==> src/rtl/cts_defines.svh <==
// Register offsets, field positions, reset values and check vector locations.
`ifndef CTS_DEFINES_SVH
`define CTS_DEFINES_SVH
`define CTS_CTRL_OFF 12'h000
`define CTS_STATUS_OFF 12'h004
`define CTS_ERRADDR_OFF 12'h008
`define CTS_PCSNAP_OFF 12'h00c
`define CTS_MODALS_OFF 12'h010
`define CTS_EOI_OFF 12'h014
`define CTS_TRAPINFO_OFF 12'h018
`define CTS_CTRL_PXM 0
`define CTS_CTRL_HOLD 1
`define CTS_CTRL_TMR 2
`define CTS_CTRL_RST 3'h0
`define CTS_ST_IMM 0
`define CTS_ST_MCHK 1
`define CTS_ST_PAR 2
`define CTS_ST_MM 3
`define CTS_ST_UNC 4
`define CTS_ST_COR 5
`define CTS_ST_DMX 6
`define CTS_ST_IO 7
`define CTS_STATUS_RST 8'h00
`define CTS_CRM_CLEAR 2'h0
`define CTS_CRM_TWO 2'h2
`define CTS_EOI_VEC_LSB 16
`define CTS_HDR_POWER 16'h0080
`define CTS_HDR_PARITY 16'h00b8
`define CTS_HDR_MCHK 16'h00c0
`define CTS_HDR_MM 16'h00c8
`define CTS_HANDLER_OFS 16'h0004
`define CTS_CHECK_SEGMENT 16'h0004
`define CTS_REGADDR_V 32'h0000_0011
`define CTS_REGADDR_SR 32'h0000_001f
`define CTS_RING_PRIV 2'h0
`endif

==> src/rtl/cts_pkg.sv <==
// Types shared by the check and trap sequencer.
`default_nettype none
package cts_pkg;
   typedef enum logic [2:0] {CHK_IDLE, CHK_HEADER, CHK_INHIBIT, CHK_MODE64, CHK_CRM,
      CHK_BRANCH, CHK_JST} cts_chk_state_t;
   typedef enum logic [3:0] {TK_NONE, TK_MISSING_MEM, TK_MCHK_UNC, TK_COR_ECC, TK_EXT_INT,
      TK_MEM_INC, TK_TIMER, TK_RESTRICT, TK_READ_ADDR, TK_TLB_MISS, TK_ACCESS,
      TK_PAGE_MOD} cts_trap_kind_t;
   typedef enum logic [1:0] {TR_IDLE, TR_SERVICE, TR_RETRY} cts_trap_state_t;
   typedef struct packed {
      logic valid;
      logic fetch;
      logic [15:0] upc;
      logic [31:0] pc;
      logic [31:0] eff_addr;
      logic v_mode;
      logic mem_read;
      logic mem_write;
      logic tlb_hit;
      logic access_ok;
      logic page_mod_bit;
      logic restricted_op;
      logic [1:0] ring;
      logic io_active;
      logic dmx_pending;
   } cts_step_t;
   typedef struct packed {
      logic mem_no_answer;
      logic machine_check;
      logic ecc_unc;
      logic ecc_cor;
      logic power_fail;
      logic env_fail;
      logic other_check;
      logic ext_int;
      logic mem_inc;
      logic timer_ovf;
      logic [31:0] mem_addr;
      logic [15:0] eoi_vector;
   } cts_event_t;
   typedef struct packed {
      logic take;
      cts_trap_kind_t kind;
      logic [15:0] trap_uaddr;
      logic abort_step;
      logic cache_fill;
      logic [4:0] fill_reg;
      logic tlb_load;
      logic set_modified;
      logic access_fault;
      logic restrict_fault;
      logic ext_intr;
      logic mem_inc_intr;
      logic timer_intr;
      logic [15:0] bus_vector;
      logic retry;
      logic [15:0] retry_uaddr;
   } cts_trap_act_t;
   typedef struct packed {
      cts_chk_state_t step;
      logic [15:0] segment;
      logic [15:0] header;
      logic [15:0] handler;
      logic [1:0] crm;
      logic sw_check;
      logic eoi_return;
   } cts_check_out_t;
endpackage : cts_pkg
`default_nettype wire

==> src/rtl/cts_sequencer.sv <==
// Check entry, check deferral, trap priority and microstep retry sequencer.
//
// Functional notes
// - Exchange off: clear report mode, jump-and-store vector.
// - Exchange on: header, inhibit, 64V, mode, branch.
// - One record per check type; address/PC last.
// - Severe checks own address and PC snapshot.
// - Headers in segment four; handler four later.
// - Hold variant: wait for I/O idle, take.
// - Other variant: I/O check returns via end flag.
// - Other variant, correctable ECC outside I/O: end flag, mode two.
// - Power, environment, held correctable: at next fetch.
// - Unlisted checks give software check immediately.
// - I/O-time handling leaves I/O bus clean.
// - Trap saves location, services, retries the step.
// - Hardware traps outrank memory traps; missing first.
// - Register address read fills cache cell, use-once.
// - Translation miss aborts, loads buffer, retries.
// - Insufficient access rights raise access violation fault.
// - Write to unmodified page traps, sets modified.
// - Unanswered memory request raises missing memory trap.
// - Enabled timer trap interrupts, drives timer vector.
// - Restricted instruction outside ring zero faults.
// - External and memory increment traps raise interrupts.
// - Report mode is two bits of the modals.
`include "cts_defines.svh"
`default_nettype none
module cts_sequencer #(
   parameter logic [15:0] TRAP_UADDR = 16'h0100,
   parameter logic [15:0] TIMER_VECTOR = 16'h0040
) (
   // Clock and reset.
   input wire logic pclk,
   input wire logic presetn,
   // APB slave.
   input wire logic psel,
   input wire logic penable,
   input wire logic pwrite,
   input wire logic [11:0] paddr,
   input wire logic [31:0] pwdata,
   output logic [31:0] prdata,
   output logic pready,
   output logic pslverr,
   // Microcode sequencer and memory side.
   input wire cts_pkg::cts_step_t step,
   input wire cts_pkg::cts_event_t evt,
   output logic step_stall,
   output cts_pkg::cts_trap_act_t trap_out,
   output cts_pkg::cts_check_out_t check_out
);
   logic [2:0] ctrl_reg, ctrl_next;
   logic [7:0] status_reg, status_next;
   logic [31:0] err_addr_reg, err_addr_next;
   logic [31:0] pc_snap_reg, pc_snap_next;
   logic [1:0] crm_reg, crm_next;
   logic eoi_reg, eoi_next;
   logic [15:0] eoi_vec_reg, eoi_vec_next;
   logic [3:0] pend_now_reg, pend_now_next;
   logic [3:0] pend_idle_reg, pend_idle_next;
   logic [3:0] pend_fetch_reg, pend_fetch_next;
   logic unc_reg, unc_next;
   cts_pkg::cts_chk_state_t chk_reg, chk_next;
   logic [1:0] cls_reg, cls_next;
   logic sw_check_reg, sw_check_next;
   logic eoi_ret_reg, eoi_ret_next;
   cts_pkg::cts_trap_state_t tr_reg, tr_next;
   cts_pkg::cts_trap_act_t act_reg, act_next;
   logic wr, rd, hold_var, io_time, severe, bus_idle;
   logic [3:0] eligible;
   cts_pkg::cts_trap_kind_t pick;

   // Header location of a check class: 0 power, 1 parity, 2 machine check, 3 missing.
   function automatic logic [15:0] header_of(input logic [1:0] cls);
      case (cls)
         2'd0: header_of = `CTS_HDR_POWER;
         2'd1: header_of = `CTS_HDR_PARITY;
         2'd2: header_of = `CTS_HDR_MCHK;
         default: header_of = `CTS_HDR_MM;
      endcase
   endfunction : header_of

   // Register-file window of the effective address for the current addressing mode.
   function automatic logic in_regfile(input cts_pkg::cts_step_t s);
      in_regfile = s.v_mode ? (s.eff_addr <= `CTS_REGADDR_V) : (s.eff_addr <= `CTS_REGADDR_SR);
   endfunction : in_regfile

   // Highest pending trap of the step; hardware group first.
   function automatic cts_pkg::cts_trap_kind_t trap_pick(input cts_pkg::cts_step_t s,
      input cts_pkg::cts_event_t e, input logic tmr_en);
      logic ref_any;
      ref_any = s.mem_read | s.mem_write;
      if (e.mem_no_answer)
         trap_pick = cts_pkg::TK_MISSING_MEM;
      else if (e.machine_check | e.ecc_unc)
         trap_pick = cts_pkg::TK_MCHK_UNC;
      else if (e.ecc_cor)
         trap_pick = cts_pkg::TK_COR_ECC;
      else if (s.fetch & e.ext_int)
         trap_pick = cts_pkg::TK_EXT_INT;
      else if (e.mem_inc)
         trap_pick = cts_pkg::TK_MEM_INC;
      else if (s.fetch & e.timer_ovf & tmr_en)
         trap_pick = cts_pkg::TK_TIMER;
      else if (s.restricted_op & (s.ring != `CTS_RING_PRIV))
         trap_pick = cts_pkg::TK_RESTRICT;
      else if (s.mem_read & in_regfile(s))
         trap_pick = cts_pkg::TK_READ_ADDR;
      else if (ref_any & ~s.tlb_hit)
         trap_pick = cts_pkg::TK_TLB_MISS;
      else if (ref_any & ~s.access_ok)
         trap_pick = cts_pkg::TK_ACCESS;
      else if (s.mem_write & ~s.page_mod_bit)
         trap_pick = cts_pkg::TK_PAGE_MOD;
      else
         trap_pick = cts_pkg::TK_NONE;
   endfunction : trap_pick

   assign wr = psel & penable & pwrite;
   assign rd = psel & ~pwrite;
   assign pready = 1'b1;
   assign hold_var = ctrl_reg[`CTS_CTRL_HOLD];
   assign io_time = step.io_active | step.dmx_pending;
   assign bus_idle = ~step.io_active & ~step.dmx_pending;
   assign severe = evt.mem_no_answer | evt.machine_check | evt.ecc_unc;
   assign pick = trap_pick(step, evt, ctrl_reg[`CTS_CTRL_TMR]);

   // APB read mux and error answer for unmapped words.
   always_comb
   begin
      prdata = 32'h0000_0000;
      pslverr = 1'b0;
      case (paddr)
         `CTS_CTRL_OFF: prdata = {29'h0000_0000, ctrl_reg};
         `CTS_STATUS_OFF: prdata = {24'h00_0000, status_reg};
         `CTS_ERRADDR_OFF: prdata = err_addr_reg;
         `CTS_PCSNAP_OFF: prdata = pc_snap_reg;
         `CTS_MODALS_OFF: prdata = {30'h0000_0000, crm_reg};
         `CTS_EOI_OFF: prdata = {eoi_vec_reg, 15'h0000, eoi_reg};
         `CTS_TRAPINFO_OFF: prdata = {act_reg.retry_uaddr, 12'h000, act_reg.kind};
         default: pslverr = psel & penable;
      endcase
      if (!rd)
         prdata = 32'h0000_0000;
   end

   // Status recording, snapshot ownership, deferral and end-of-instruction returns.
   always_comb
   begin
      logic [7:0] st_set;
      logic [7:0] st_clr;
      st_set = 8'h00;
      st_clr = 8'h00;
      ctrl_next = ctrl_reg;
      err_addr_next = err_addr_reg;
      pc_snap_next = pc_snap_reg;
      crm_next = crm_reg;
      eoi_next = eoi_reg;
      eoi_vec_next = eoi_vec_reg;
      pend_now_next = pend_now_reg;
      pend_idle_next = pend_idle_reg;
      pend_fetch_next = pend_fetch_reg;
      unc_next = unc_reg;
      sw_check_next = evt.other_check;
      eoi_ret_next = 1'b0;
      if (wr && paddr == `CTS_CTRL_OFF)
         ctrl_next = pwdata[2:0];
      if (wr && paddr == `CTS_STATUS_OFF)
         st_clr = pwdata[7:0];
      if (wr && paddr == `CTS_ERRADDR_OFF)
         err_addr_next = 32'h0000_0000;
      if (wr && paddr == `CTS_PCSNAP_OFF)
         pc_snap_next = 32'h0000_0000;
      if (wr && paddr == `CTS_MODALS_OFF)
         crm_next = pwdata[1:0];
      if (wr && paddr == `CTS_EOI_OFF && pwdata[0])
         eoi_next = 1'b0;
      if (evt.power_fail | evt.env_fail)
         pend_fetch_next[0] = 1'b1;
      if (severe | (evt.ecc_cor & ~(io_time & ~hold_var)))
      begin
         st_set[`CTS_ST_MM] = evt.mem_no_answer;
         st_set[`CTS_ST_MCHK] = evt.machine_check;
         st_set[`CTS_ST_PAR] = evt.ecc_unc | evt.ecc_cor;
         st_set[`CTS_ST_UNC] = evt.ecc_unc;
         st_set[`CTS_ST_COR] = evt.ecc_cor;
         st_set[`CTS_ST_IO] = step.io_active;
         st_set[`CTS_ST_DMX] = step.dmx_pending;
         if (severe || !(status_reg[`CTS_ST_MM] | status_reg[`CTS_ST_MCHK]
            | status_reg[`CTS_ST_UNC]))
         begin
            err_addr_next = evt.mem_addr;
            pc_snap_next = step.pc;
         end
      end
      if (severe)
      begin
         unc_next = evt.ecc_unc & ~evt.mem_no_answer & ~evt.machine_check;
         if (io_time && hold_var)
            pend_idle_next = {evt.mem_no_answer, evt.machine_check, evt.ecc_unc, 1'b0};
         else if (io_time)
         begin
            eoi_next = 1'b1;
            eoi_vec_next = evt.eoi_vector;
            crm_next = `CTS_CRM_CLEAR;
            eoi_ret_next = 1'b1;
         end
         else
         begin
            pend_now_next = pend_now_reg | {evt.mem_no_answer, evt.machine_check,
               evt.ecc_unc, 1'b0};
            st_set[`CTS_ST_IMM] = 1'b1;
         end
      end
      else if (evt.ecc_cor && hold_var)
         pend_fetch_next[1] = 1'b1;
      else if (evt.ecc_cor && !io_time)
      begin
         eoi_next = 1'b1;
         eoi_vec_next = evt.eoi_vector;
         crm_next = `CTS_CRM_TWO;
         eoi_ret_next = 1'b1;
      end
      if (chk_reg == cts_pkg::CHK_IDLE && eligible != 4'h0)
      begin
         pend_now_next[cls_next] = 1'b0;
         pend_idle_next[cls_next] = 1'b0;
         pend_fetch_next[cls_next] = 1'b0;
      end
      if (chk_reg == cts_pkg::CHK_CRM)
      begin
         if (ctrl_reg[`CTS_CTRL_PXM] && cls_reg == 2'd1 && unc_reg)
            crm_next = `CTS_CRM_TWO;
         else
            crm_next = `CTS_CRM_CLEAR;
      end
      status_next = (status_reg & ~st_clr) | st_set;
   end

   // Check entry sequence; held checks wait for an idle bus, deferred ones for a fetch.
   always_comb
   begin
      eligible = pend_now_reg | (bus_idle ? pend_idle_reg : 4'h0)
         | (step.fetch ? pend_fetch_reg : 4'h0);
      chk_next = chk_reg;
      cls_next = cls_reg;
      case (chk_reg)
         cts_pkg::CHK_IDLE:
         begin
            if (eligible[3])
               cls_next = 2'd3;
            else if (eligible[2])
               cls_next = 2'd2;
            else if (eligible[1])
               cls_next = 2'd1;
            else
               cls_next = 2'd0;
            if (eligible != 4'h0)
               chk_next = ctrl_reg[`CTS_CTRL_PXM] ? cts_pkg::CHK_HEADER : cts_pkg::CHK_CRM;
         end
         cts_pkg::CHK_HEADER: chk_next = cts_pkg::CHK_INHIBIT;
         cts_pkg::CHK_INHIBIT: chk_next = cts_pkg::CHK_MODE64;
         cts_pkg::CHK_MODE64: chk_next = cts_pkg::CHK_CRM;
         cts_pkg::CHK_CRM:
            chk_next = ctrl_reg[`CTS_CTRL_PXM] ? cts_pkg::CHK_BRANCH : cts_pkg::CHK_JST;
         default: chk_next = cts_pkg::CHK_IDLE;
      endcase
   end

   // Trap service: save location, act, then retry the trapped step.
   always_comb
   begin
      act_next = act_reg;
      act_next.take = 1'b0;
      act_next.abort_step = 1'b0;
      act_next.cache_fill = 1'b0;
      act_next.tlb_load = 1'b0;
      act_next.set_modified = 1'b0;
      act_next.access_fault = 1'b0;
      act_next.restrict_fault = 1'b0;
      act_next.ext_intr = 1'b0;
      act_next.mem_inc_intr = 1'b0;
      act_next.timer_intr = 1'b0;
      act_next.retry = 1'b0;
      tr_next = tr_reg;
      case (tr_reg)
         cts_pkg::TR_IDLE:
            if (step.valid && pick != cts_pkg::TK_NONE)
            begin
               tr_next = cts_pkg::TR_SERVICE;
               act_next.take = 1'b1;
               act_next.kind = pick;
               act_next.trap_uaddr = TRAP_UADDR;
               act_next.retry_uaddr = step.upc;
               act_next.abort_step = 1'b1;
               act_next.cache_fill = (pick == cts_pkg::TK_READ_ADDR);
               act_next.fill_reg = step.eff_addr[4:0];
               act_next.tlb_load = (pick == cts_pkg::TK_TLB_MISS);
               act_next.access_fault = (pick == cts_pkg::TK_ACCESS);
               act_next.set_modified = (pick == cts_pkg::TK_PAGE_MOD);
               act_next.restrict_fault = (pick == cts_pkg::TK_RESTRICT);
               act_next.ext_intr = (pick == cts_pkg::TK_EXT_INT);
               act_next.mem_inc_intr = (pick == cts_pkg::TK_MEM_INC);
               act_next.timer_intr = (pick == cts_pkg::TK_TIMER);
               act_next.bus_vector = (pick == cts_pkg::TK_TIMER) ? TIMER_VECTOR : 16'h0000;
            end
         cts_pkg::TR_SERVICE:
         begin
            tr_next = cts_pkg::TR_RETRY;
            act_next.retry = 1'b1;
         end
         default: tr_next = cts_pkg::TR_IDLE;
      endcase
   end

   always_ff @(posedge pclk or negedge presetn)
   begin
      if (!presetn)
      begin
         ctrl_reg <= `CTS_CTRL_RST;
         status_reg <= `CTS_STATUS_RST;
         err_addr_reg <= 32'h0000_0000;
         pc_snap_reg <= 32'h0000_0000;
         crm_reg <= `CTS_CRM_CLEAR;
         eoi_reg <= 1'b0;
         eoi_vec_reg <= 16'h0000;
         pend_now_reg <= 4'h0;
         pend_idle_reg <= 4'h0;
         pend_fetch_reg <= 4'h0;
         unc_reg <= 1'b0;
         chk_reg <= cts_pkg::CHK_IDLE;
         cls_reg <= 2'd0;
         sw_check_reg <= 1'b0;
         eoi_ret_reg <= 1'b0;
         tr_reg <= cts_pkg::TR_IDLE;
         act_reg <= '0;
      end
      else
      begin
         ctrl_reg <= ctrl_next;
         status_reg <= status_next;
         err_addr_reg <= err_addr_next;
         pc_snap_reg <= pc_snap_next;
         crm_reg <= crm_next;
         eoi_reg <= eoi_next;
         eoi_vec_reg <= eoi_vec_next;
         pend_now_reg <= pend_now_next;
         pend_idle_reg <= pend_idle_next;
         pend_fetch_reg <= pend_fetch_next;
         unc_reg <= unc_next;
         chk_reg <= chk_next;
         cls_reg <= cls_next;
         sw_check_reg <= sw_check_next;
         eoi_ret_reg <= eoi_ret_next;
         tr_reg <= tr_next;
         act_reg <= act_next;
      end
   end

   assign step_stall = (tr_reg != cts_pkg::TR_IDLE);
   assign trap_out = act_reg;
   assign check_out.step = chk_reg;
   assign check_out.segment = `CTS_CHECK_SEGMENT;
   assign check_out.header = header_of(cls_reg);
   assign check_out.handler = header_of(cls_reg) + `CTS_HANDLER_OFS;
   assign check_out.crm = crm_reg;
   assign check_out.sw_check = sw_check_reg;
   assign check_out.eoi_return = eoi_ret_reg;

   chk_jst_crm_zero: assert property (@(posedge pclk) disable iff (!presetn)
      chk_reg == cts_pkg::CHK_JST |-> crm_reg == `CTS_CRM_CLEAR && !ctrl_reg[`CTS_CTRL_PXM])
      else $error("jump-and-store with report mode not cleared");
   chk_pxm_entry_order: assert property (@(posedge pclk) disable iff (!presetn)
      chk_reg == cts_pkg::CHK_HEADER |=> chk_reg == cts_pkg::CHK_INHIBIT
      ##1 chk_reg == cts_pkg::CHK_MODE64 ##1 chk_reg == cts_pkg::CHK_CRM
      ##1 chk_reg == cts_pkg::CHK_BRANCH ##1 chk_reg == cts_pkg::CHK_IDLE)
      else $error("exchange check entry out of order");
   chk_severe_snapshot: assert property (@(posedge pclk) disable iff (!presetn)
      severe |=> err_addr_reg == $past(evt.mem_addr) && pc_snap_reg == $past(step.pc))
      else $error("severe check did not own address snapshot");
   chk_handler_offset: assert property (@(posedge pclk) disable iff (!presetn)
      chk_reg == cts_pkg::CHK_BRANCH |-> check_out.handler - check_out.header == 16'h0004)
      else $error("handler not four words after header");
   chk_power_no_record: assert property (@(posedge pclk) disable iff (!presetn)
      (evt.power_fail && !severe && !evt.ecc_cor && !wr) |=> $stable(status_reg))
      else $error("power check changed status words");
   chk_io_eoi_return: assert property (@(posedge pclk) disable iff (!presetn)
      (severe && io_time && !hold_var) |=> eoi_reg && eoi_ret_reg && crm_reg == 2'h0)
      else $error("I/O-time check did not return via end flag");
   chk_cor_mode_two: assert property (@(posedge pclk) disable iff (!presetn)
      (evt.ecc_cor && !severe && !io_time && !hold_var && chk_reg != cts_pkg::CHK_CRM)
      |=> eoi_reg && crm_reg == 2'h2)
      else $error("correctable check did not set mode two");
   chk_trap_retry: assert property (@(posedge pclk) disable iff (!presetn)
      (tr_reg == cts_pkg::TR_IDLE && step.valid && pick != cts_pkg::TK_NONE)
      |=> trap_out.take ##1 trap_out.retry && trap_out.retry_uaddr == $past(step.upc, 2))
      else $error("trapped step not retried at saved location");
   chk_missing_first: assert property (@(posedge pclk) disable iff (!presetn)
      (tr_reg == cts_pkg::TR_IDLE && step.valid && evt.mem_no_answer)
      |=> trap_out.kind == cts_pkg::TK_MISSING_MEM)
      else $error("missing memory trap lost priority");
endmodule : cts_sequencer
`default_nettype wire

==> config.mk <==
export PLATFORM = sky130hd
export DESIGN_NAME = cts_sequencer
export DESIGN_NICKNAME = d
export VERILOG_FILES = /design/src/rtl/cts_pkg.sv /design/src/rtl/cts_sequencer.sv
export VERILOG_INCLUDE_DIRS = /design/src /design/src/rtl
export SDC_FILE = /design/constraint.sdc
export NUM_CORES = 1
export LEC_CHECK = 0
export ABC_AREA = 1
export BUFFER_PORTS_ARGS = -buffer_cell sky130_fd_sc_hd__buf_2
export CAP_MARGIN = 20
export CORE_AREA = 2 2 140 142
export CTS_CLUSTER_DIAMETER = 40
export DETAILED_ROUTE_END_ITERATION = 12
export DIE_AREA = 0 0 142 144
export GPL_TIMING_DRIVEN = 0
export PLACE_DENSITY = 0.84
export SLEW_MARGIN = 20
export SYNTH_ARGS = -nofsm -noshare
export SYNTH_HDL_FRONTEND = slang
export SYNTH_SLANG_ARGS = --single-unit
==> constraint.sdc <==
create_clock -name pclk -period 3.1 [get_ports pclk]
set_clock_uncertainty 0.2 [all_clocks]
set_input_delay 0.775 -clock pclk [delete_from_list [all_inputs] [get_ports pclk]]
set_output_delay 0.775 -clock pclk [all_outputs]
set_load 0.05 [all_outputs]
==> flow_metrics.env, run 1 <==
export IMPL_first_global_vias=7880
export IMPL_post_route_drc_count=0
export IMPL_synth_seq_cells=153
export IMPL_finalSetupViolCount=32
export IMPL_status="complete, but fails checks"
export IMPL_peakVddDrop_mv=0.328
export IMPL_whs_ns=0.0868
export IMPL_clock_path_buffers=2
export IMPL_seq_area_frac_synth_pct=48.3
export IMPL_yosysTopAreaCell="dfrtp_1"
export IMPL_swShare_pct=37.8
export IMPL_seq_power_share_pct=38.6
export IMPL_synth_cell_types=36
export IMPL_synth_area_top_cells="dfrtp_1 48%, nand2_1 9.2%, buf_4 7.5%, inv_1 6.0%, o21ai_0 5.4%"
export IMPL_power_w=0.00637
export IMPL_wl_um=26500
export IMPL_grt_util_all_layers_pct=25.6
export IMPL_synth_edf_count=0
export IMPL_hold_violations=0
export IMPL_port_buffers=261
export IMPL_ioPinCount=358
export IMPL_p_leak_nw=5.83
export IMPL_die_h_um=144
export IMPL_largest_reg_flops=37
export IMPL_cp_num_buf_inv=5
export IMPL_clk_pin_slew_ns=0.06
export IMPL_antenna_cells=0
export IMPL_routabilityCongestion=0.915
export IMPL_h_tree_depth=4
export IMPL_violations="setup timing"
export IMPL_core_area_um2=19100
export IMPL_areaGrowthSynthToFinish_pct=42.2
export IMPL_slew_violations=0
export IMPL_overflow=0
export IMPL_post_drt_wl_per_cell_um=16.6
export IMPL_cp_required_ns=2.12
export IMPL_grt_first_pass_wirelength_um=40200
export IMPL_vias_per_cell=5.04
export IMPL_crit_type="input port to output pin"
export IMPL_p_int_w=0.00396
export IMPL_antenna_found_initial=2
export IMPL_power_density_nw_per_um2=564
export IMPL_end_kind="output pin"
export IMPL_crit_family="buffers and inverters"
export IMPL_fin_crit_ns=3.52
export IMPL_grt_max_degree=85
export IMPL_ys_top_cells_by_count="194 x nand2_1, 153 x dfrtp_1, 126 x inv_1"
export IMPL_critPathSlowestCell="clkbuf_4"
export IMPL_netlist_area_um2=7930
export IMPL_yosysMostFrequentCell="nand2_1"
export IMPL_cts_root_buf="clkbuf_16"
export IMPL_power_switching_w=0.00241
export IMPL_rsz0062_at_grt="true"
export IMPL_arrival_ns=2.54
export IMPL_via_count=8068
export IMPL_drt_iter0_markers=488
export IMPL_ys_warnings_count=0
export IMPL_syn_area_per_cell_um2=8.02
export IMPL_die_x_um=142
export IMPL_fmax_ghz=0.284
export IMPL_synth_top_area_share_pct=48.3
export IMPL_row_count=51
export IMPL_finalCritPeriodShare_pct=114
export IMPL_synth_cells=989
export IMPL_initial_core_util_pct=41.6
export IMPL_worst_pin_slew_ns=0.653
export IMPL_slew_headroom_pct=56.5
export IMPL_start_kind="input port"
export IMPL_pwr_share_clk_pct=31.8
export IMPL_crit_chain="buf_6 -> nor2_2 -> inv_2 -> nor2_2 -> nand2_2 -> nor2_4 -> buf_4 -> clkbuf_4 -> nand2_1 -> a31oi_4 -> buf_6"
export IMPL_max_cap_violations=0
export IMPL_final_nets=1550
export IMPL_synth_top_flop_cell="dfrtp_1"
export IMPL_layout_drive_gt1_share_pct=34.9
export IMPL_ys_async_sr_fraction_pct=100
export IMPL_drtAntennaViolNets=0
export IMPL_cts_hold_buf=0
export IMPL_die_area_um2=20400
export IMPL_setup_slack_ns=-0.419
export IMPL_min_path_type="input port to async pin"
export IMPL_cts_made_buffers=17
export IMPL_clk_latency_ns=0.42
export IMPL_slowest_delay_ns=0.25
export IMPL_cts_sinks=153
export IMPL_first_pass_iters=5
export IMPL_hpwl_um=20200
export IMPL_combPwrFrac_pct=29.7
export IMPL_path_max_fanout=10
export IMPL_cts_tree="done"
-- cells in the final DEF, fill, tap and decap left out, types with 24 or more instances in the layout --
master,count
buf_2,231
nand2_1,192
dfrtp_1,153
inv_1,117
buf_4,86
o21ai_0,86
nand3_1,81
conb_1,71
nor2_1,60
buf_6,45
nand4_1,28
nor2_4,24
-- metrics by stage --
step	TNS, ns	instance area [um^2]	util, %	setup slack (ns)	instances
finish	-11.35	11300	59.1	-0.419	1600
global route	-15.10	11300	59.1	-0.525	1600
CTS	-11.01	11200	58.7	-0.408	1600
detailed placement	-34.07	10200	53.4	-1.07	1558
global placement	-210.38	10100	53.2	-1.18	1557
floorplan	-6.20	8540	-	-0.236	1058
-- layout make-up --
cell class                 count  area [um^2]
fill                        1637         7790
sequential                   153         3830
multi-input combinational    650         3490
timing repair buffer         273         1740
buffer                       127          871
inverter                     128          483
clock buffer                  19          443
tap                          238          298
clock inverter                12          128
-- power by group through the flow --
| stage | combinational (W) | sequential, W | clock, W |
|---|---|---|---|
| finish | 0.00189 | 0.00246 | 0.00202 |
| global route | 0.00203 | 0.00248 | 0.00215 |
| CTS | 0.00188 | 0.00245 | 0.00205 |
| detailed placement | 0.00186 | 0.00248 | 0 |
| global placement | 0.00181 | 0.00247 | 0 |
| floorplan | 0.00102 | 0.00277 | 0 |
-- layer usage --
layer,GRT usage (%),up-vias,wire (um)
li1,-,3796,-
met4,10.4,2,758
met5,0,-,13
met2,44.0,403,13200
met3,5.46,64,2000
met1,31.5,3803,10500
-- final timing paths --
path | endpoint | startpoint | depth (start not counted) | slack (ns)
setup / recovery | prdata[7] | paddr[1] | 11 | -0.42
hold / removal | sw_check_reg$_DFF_PN0_ | presetn | 1 | 0.09
setup reg to reg | trap_out[65]$_DFFE_PN0P_ | ctrl_reg[2]$_DFFE_PN0P_ | 11 | 0.83
hold reg to reg | trap_out[16]$_DFF_PN0_ | tr_reg[1]$_DFFE_PN0P_ | 1 | 0.25
max in group asynchronous | trap_out[16]$_DFF_PN0_ | presetn | 2 | 1.80
min in group pclk | trap_out[16]$_DFF_PN0_ | tr_reg[1]$_DFFE_PN0P_ | 1 | 0.25
-- what timing repair did --
action                     in CTS  in global routing
gates cloned                    1                  0
setup endpoints to repair      33                 34
pin swaps                      10                  3
setup buffers                  10                  2
gates resized for setup       109                 24
-- cell families after synthesis --
kind of cell | share of synthesized area (%)
compound gates | 12.9
buf+inv | 16.2
flops | 48.3
other cells | 0.0947
simple gates | 22.5
-- worst reg2reg max path, stage by stage, from the launching register on --
cell	delay (ns)
dfrtp_1	0.46
nand3_1	0.12
and2_1	0.17
nand3_1	0.08
a31oi_1	0.31
nor2_1	0.12
nand4_4	0.17
nand3_2	0.10
buf_6	0.17
buf_6	0.14
nand2_1	0.06
nand2_1	0.05
No activity file was read; power rests on OpenSTA's default activity.
==> run 2: changes to the inputs <==
- RECOVER_POWER: default -> 100
==> run 2 against run 1 <==
Effect of this change: the run ends with capacitance limit, slew limit, setup timing left; sequential share of layout area grew 0.15 points; wire length is essentially flat; via count is essentially flat; flip-flop and latch count is the same; final area shrank 0.43%; critical endpoint unchanged.
==> flow_metrics.env, run 2 (synthesis gave the netlist of run 1 again) <==
export IMPL_vias_per_cell=5.04
export IMPL_holdPathEnd="trap_out[16]$_DFF_PN0_"
export IMPL_hpwl_um=20200
export IMPL_holdPathStages=1
export IMPL_via_count=8062
export IMPL_layout_drive_gt1_share_pct=33.6
export IMPL_slew_violations=71
export IMPL_power_density_nw_per_um2=566
export IMPL_cts_root_buf="clkbuf_16"
export IMPL_violations="capacitance limit, slew limit, setup timing"
export IMPL_min_path_type="flip-flop to flip-flop"
export IMPL_grt_util_all_layers_pct=25.6
export IMPL_wl_met1_um=10500
export IMPL_initial_core_util_pct=41.6
export IMPL_core_area_um2=19100
export IMPL_power_w=0.00636
export IMPL_antenna_found_initial=2
export IMPL_areaGrowthSynthToFinish_pct=41.6
export IMPL_layout_common_cells="213 x buf_2, 192 x nand2_1, 153 x dfrtp_1, 117 x inv_1"
export IMPL_row_count=51
export IMPL_h_tree_depth=4
export IMPL_crit_type="input port to output pin"
export IMPL_fmax_ghz=0.285
export IMPL_end_kind="output pin"
export IMPL_die_area_um2=20400
export IMPL_cts_sinks=153
export IMPL_path_depth=11
export IMPL_reg2regPathDepth=11
export IMPL_timing_rr_start="ctrl_reg[2]$_DFFE_PN0P_"
export IMPL_crit_chain="buf_6 -> nor2_2 -> inv_2 -> nor2_2 -> nand2_2 -> nor2_4 -> buf_4 -> clkbuf_4 -> nand2_1 -> a31oi_4 -> buf_6"
export IMPL_arrival_ns=2.54
export IMPL_hold_violations=0
export IMPL_grt_first_pass_wirelength_um=40200
export IMPL_fin_util_pct=58.9
export IMPL_slowest_delay_ns=0.24
export IMPL_wl_met3_um=1880
export IMPL_r2r_end="trap_out[65]$_DFFE_PN0P_"
export IMPL_wl_um=26500
export IMPL_status="complete, but fails checks"
export IMPL_cp_required_ns=2.12
export IMPL_place_inst=1558
export IMPL_final_common_cell="buf_2"
export IMPL_largest_reg_flops=37
export IMPL_clock_path_buffers=2
export IMPL_post_route_drc_count=0
export IMPL_die_h_um=144
export IMPL_start_kind="input port"
export IMPL_setup_tns_ns=-11.26
export IMPL_worst_hold_startpoint="tr_reg[1]$_DFFE_PN0P_"
export IMPL_die_x_um=142
export IMPL_top_layer="met5"
export IMPL_drt_iter0_markers=479
export IMPL_max_cap_violations=1
export IMPL_first_pass_iters=5
export IMPL_instances_no_fill=1600
export IMPL_routabilityCongestion=0.915
export IMPL_cts_tree="done"
export IMPL_setup_slack_ns=-0.414
export IMPL_rsz0062_at_grt="true"
export IMPL_drtAntennaViolNets=0
export IMPL_antenna_cells=0
export IMPL_crit_family="buffers and inverters"
export IMPL_path_max_fanout=10
export IMPL_dpl_cell_area_um2=10200
export IMPL_peakVddDrop_mv=0.328
export IMPL_ioPinCount=358
export IMPL_first_global_vias=7880
export IMPL_finalCritPeriodShare_pct=113
export IMPL_met2RoutedLength_um=13300
export IMPL_p_leak_nw=5.75
export IMPL_final_area_um2=11200
export IMPL_rrSetupSlack_ns=0.84
export IMPL_port_buffers=261
export IMPL_final_nets=1550
export IMPL_post_drt_wl_per_cell_um=16.6
export IMPL_finalSetupViolCount=32
export IMPL_grt_max_degree=85
export IMPL_clk_pin_slew_ns=0.06
export IMPL_worst_pin_slew_ns=1.78
export IMPL_critPathSlowestCell="clkbuf_4"
export IMPL_clk_latency_ns=0.42
export IMPL_slew_headroom_pct=-18.8
export IMPL_cp_num_buf_inv=5
export IMPL_cts_made_buffers=17
export IMPL_fin_crit_ns=3.51
export IMPL_overflow=0
==> run 2: changes by cell type in the layout (fill, tap and decap cells not counted), sizes merged <==
cell	change
buf	-19
clkbuf	+19
==> run 2: cell type report <==
type / instances / area (um^2)
fill: 1650 / 7840
tap: 238 / 298
buffer: 127 / 871
clock inverter: 12 / 128
sequential: 153 / 3830
multi-input combinational: 650 / 3490
clock buffer: 19 / 443
inverter: 128 / 483
timing repair buffer: 273 / 1690
==> run 2: how the worst max path moves through the flow <==
| stage | endpoint | slack [ns] | startpoint |
|---|---|---|---|
| after floorplan | prdata[5] | -0.24 | paddr[6] |
| after global placement | tr_reg[0]$_DFFE_PN0P_ | -1.18 | presetn |
| after detailed placement | prdata[23] | -1.07 | paddr[6] |
| after CTS | prdata[7] | -0.41 | paddr[5] |
| after global routing | prdata[7] | -0.52 | paddr[5] |
| final | prdata[7] | -0.41 | paddr[1] |
==> run 2: metal layers <==
metal  global-route usage [%]  up-vias
met5                        0        -
met4                     10.4        2
met3                     5.46       64
met2                     44.0      404
met1                     31.5     3795
li1                         -     3797
==> run 2: per-stage QoR <==
stage	setup WS, ns	hold slack [ns]
floorplan	-0.236	0.223
global placement	-1.18	0.236
detailed placement	-1.07	0.245
CTS	-0.408	0.123
global route	-0.525	0.253
finish	-0.414	0.252
==> run 2: timing repair <==
item                                    4_1_cts  5_1_grt
gates cloned                                  1        0
gates resized for setup                     109       24
pin swaps                                    10        3
endpoints found under the setup margin       33       34
setup buffers                                10        2
hold buffers                                  0        0
==> run 2: power by group <==
group	internal [W]	leakage (nW)	switching, W
registers	0.00225	1.84	0.000210
logic	0.000507	3.64	0.00137
clock network	0.00120	0.271	0.000826
total	0.00395	5.75	0.00241
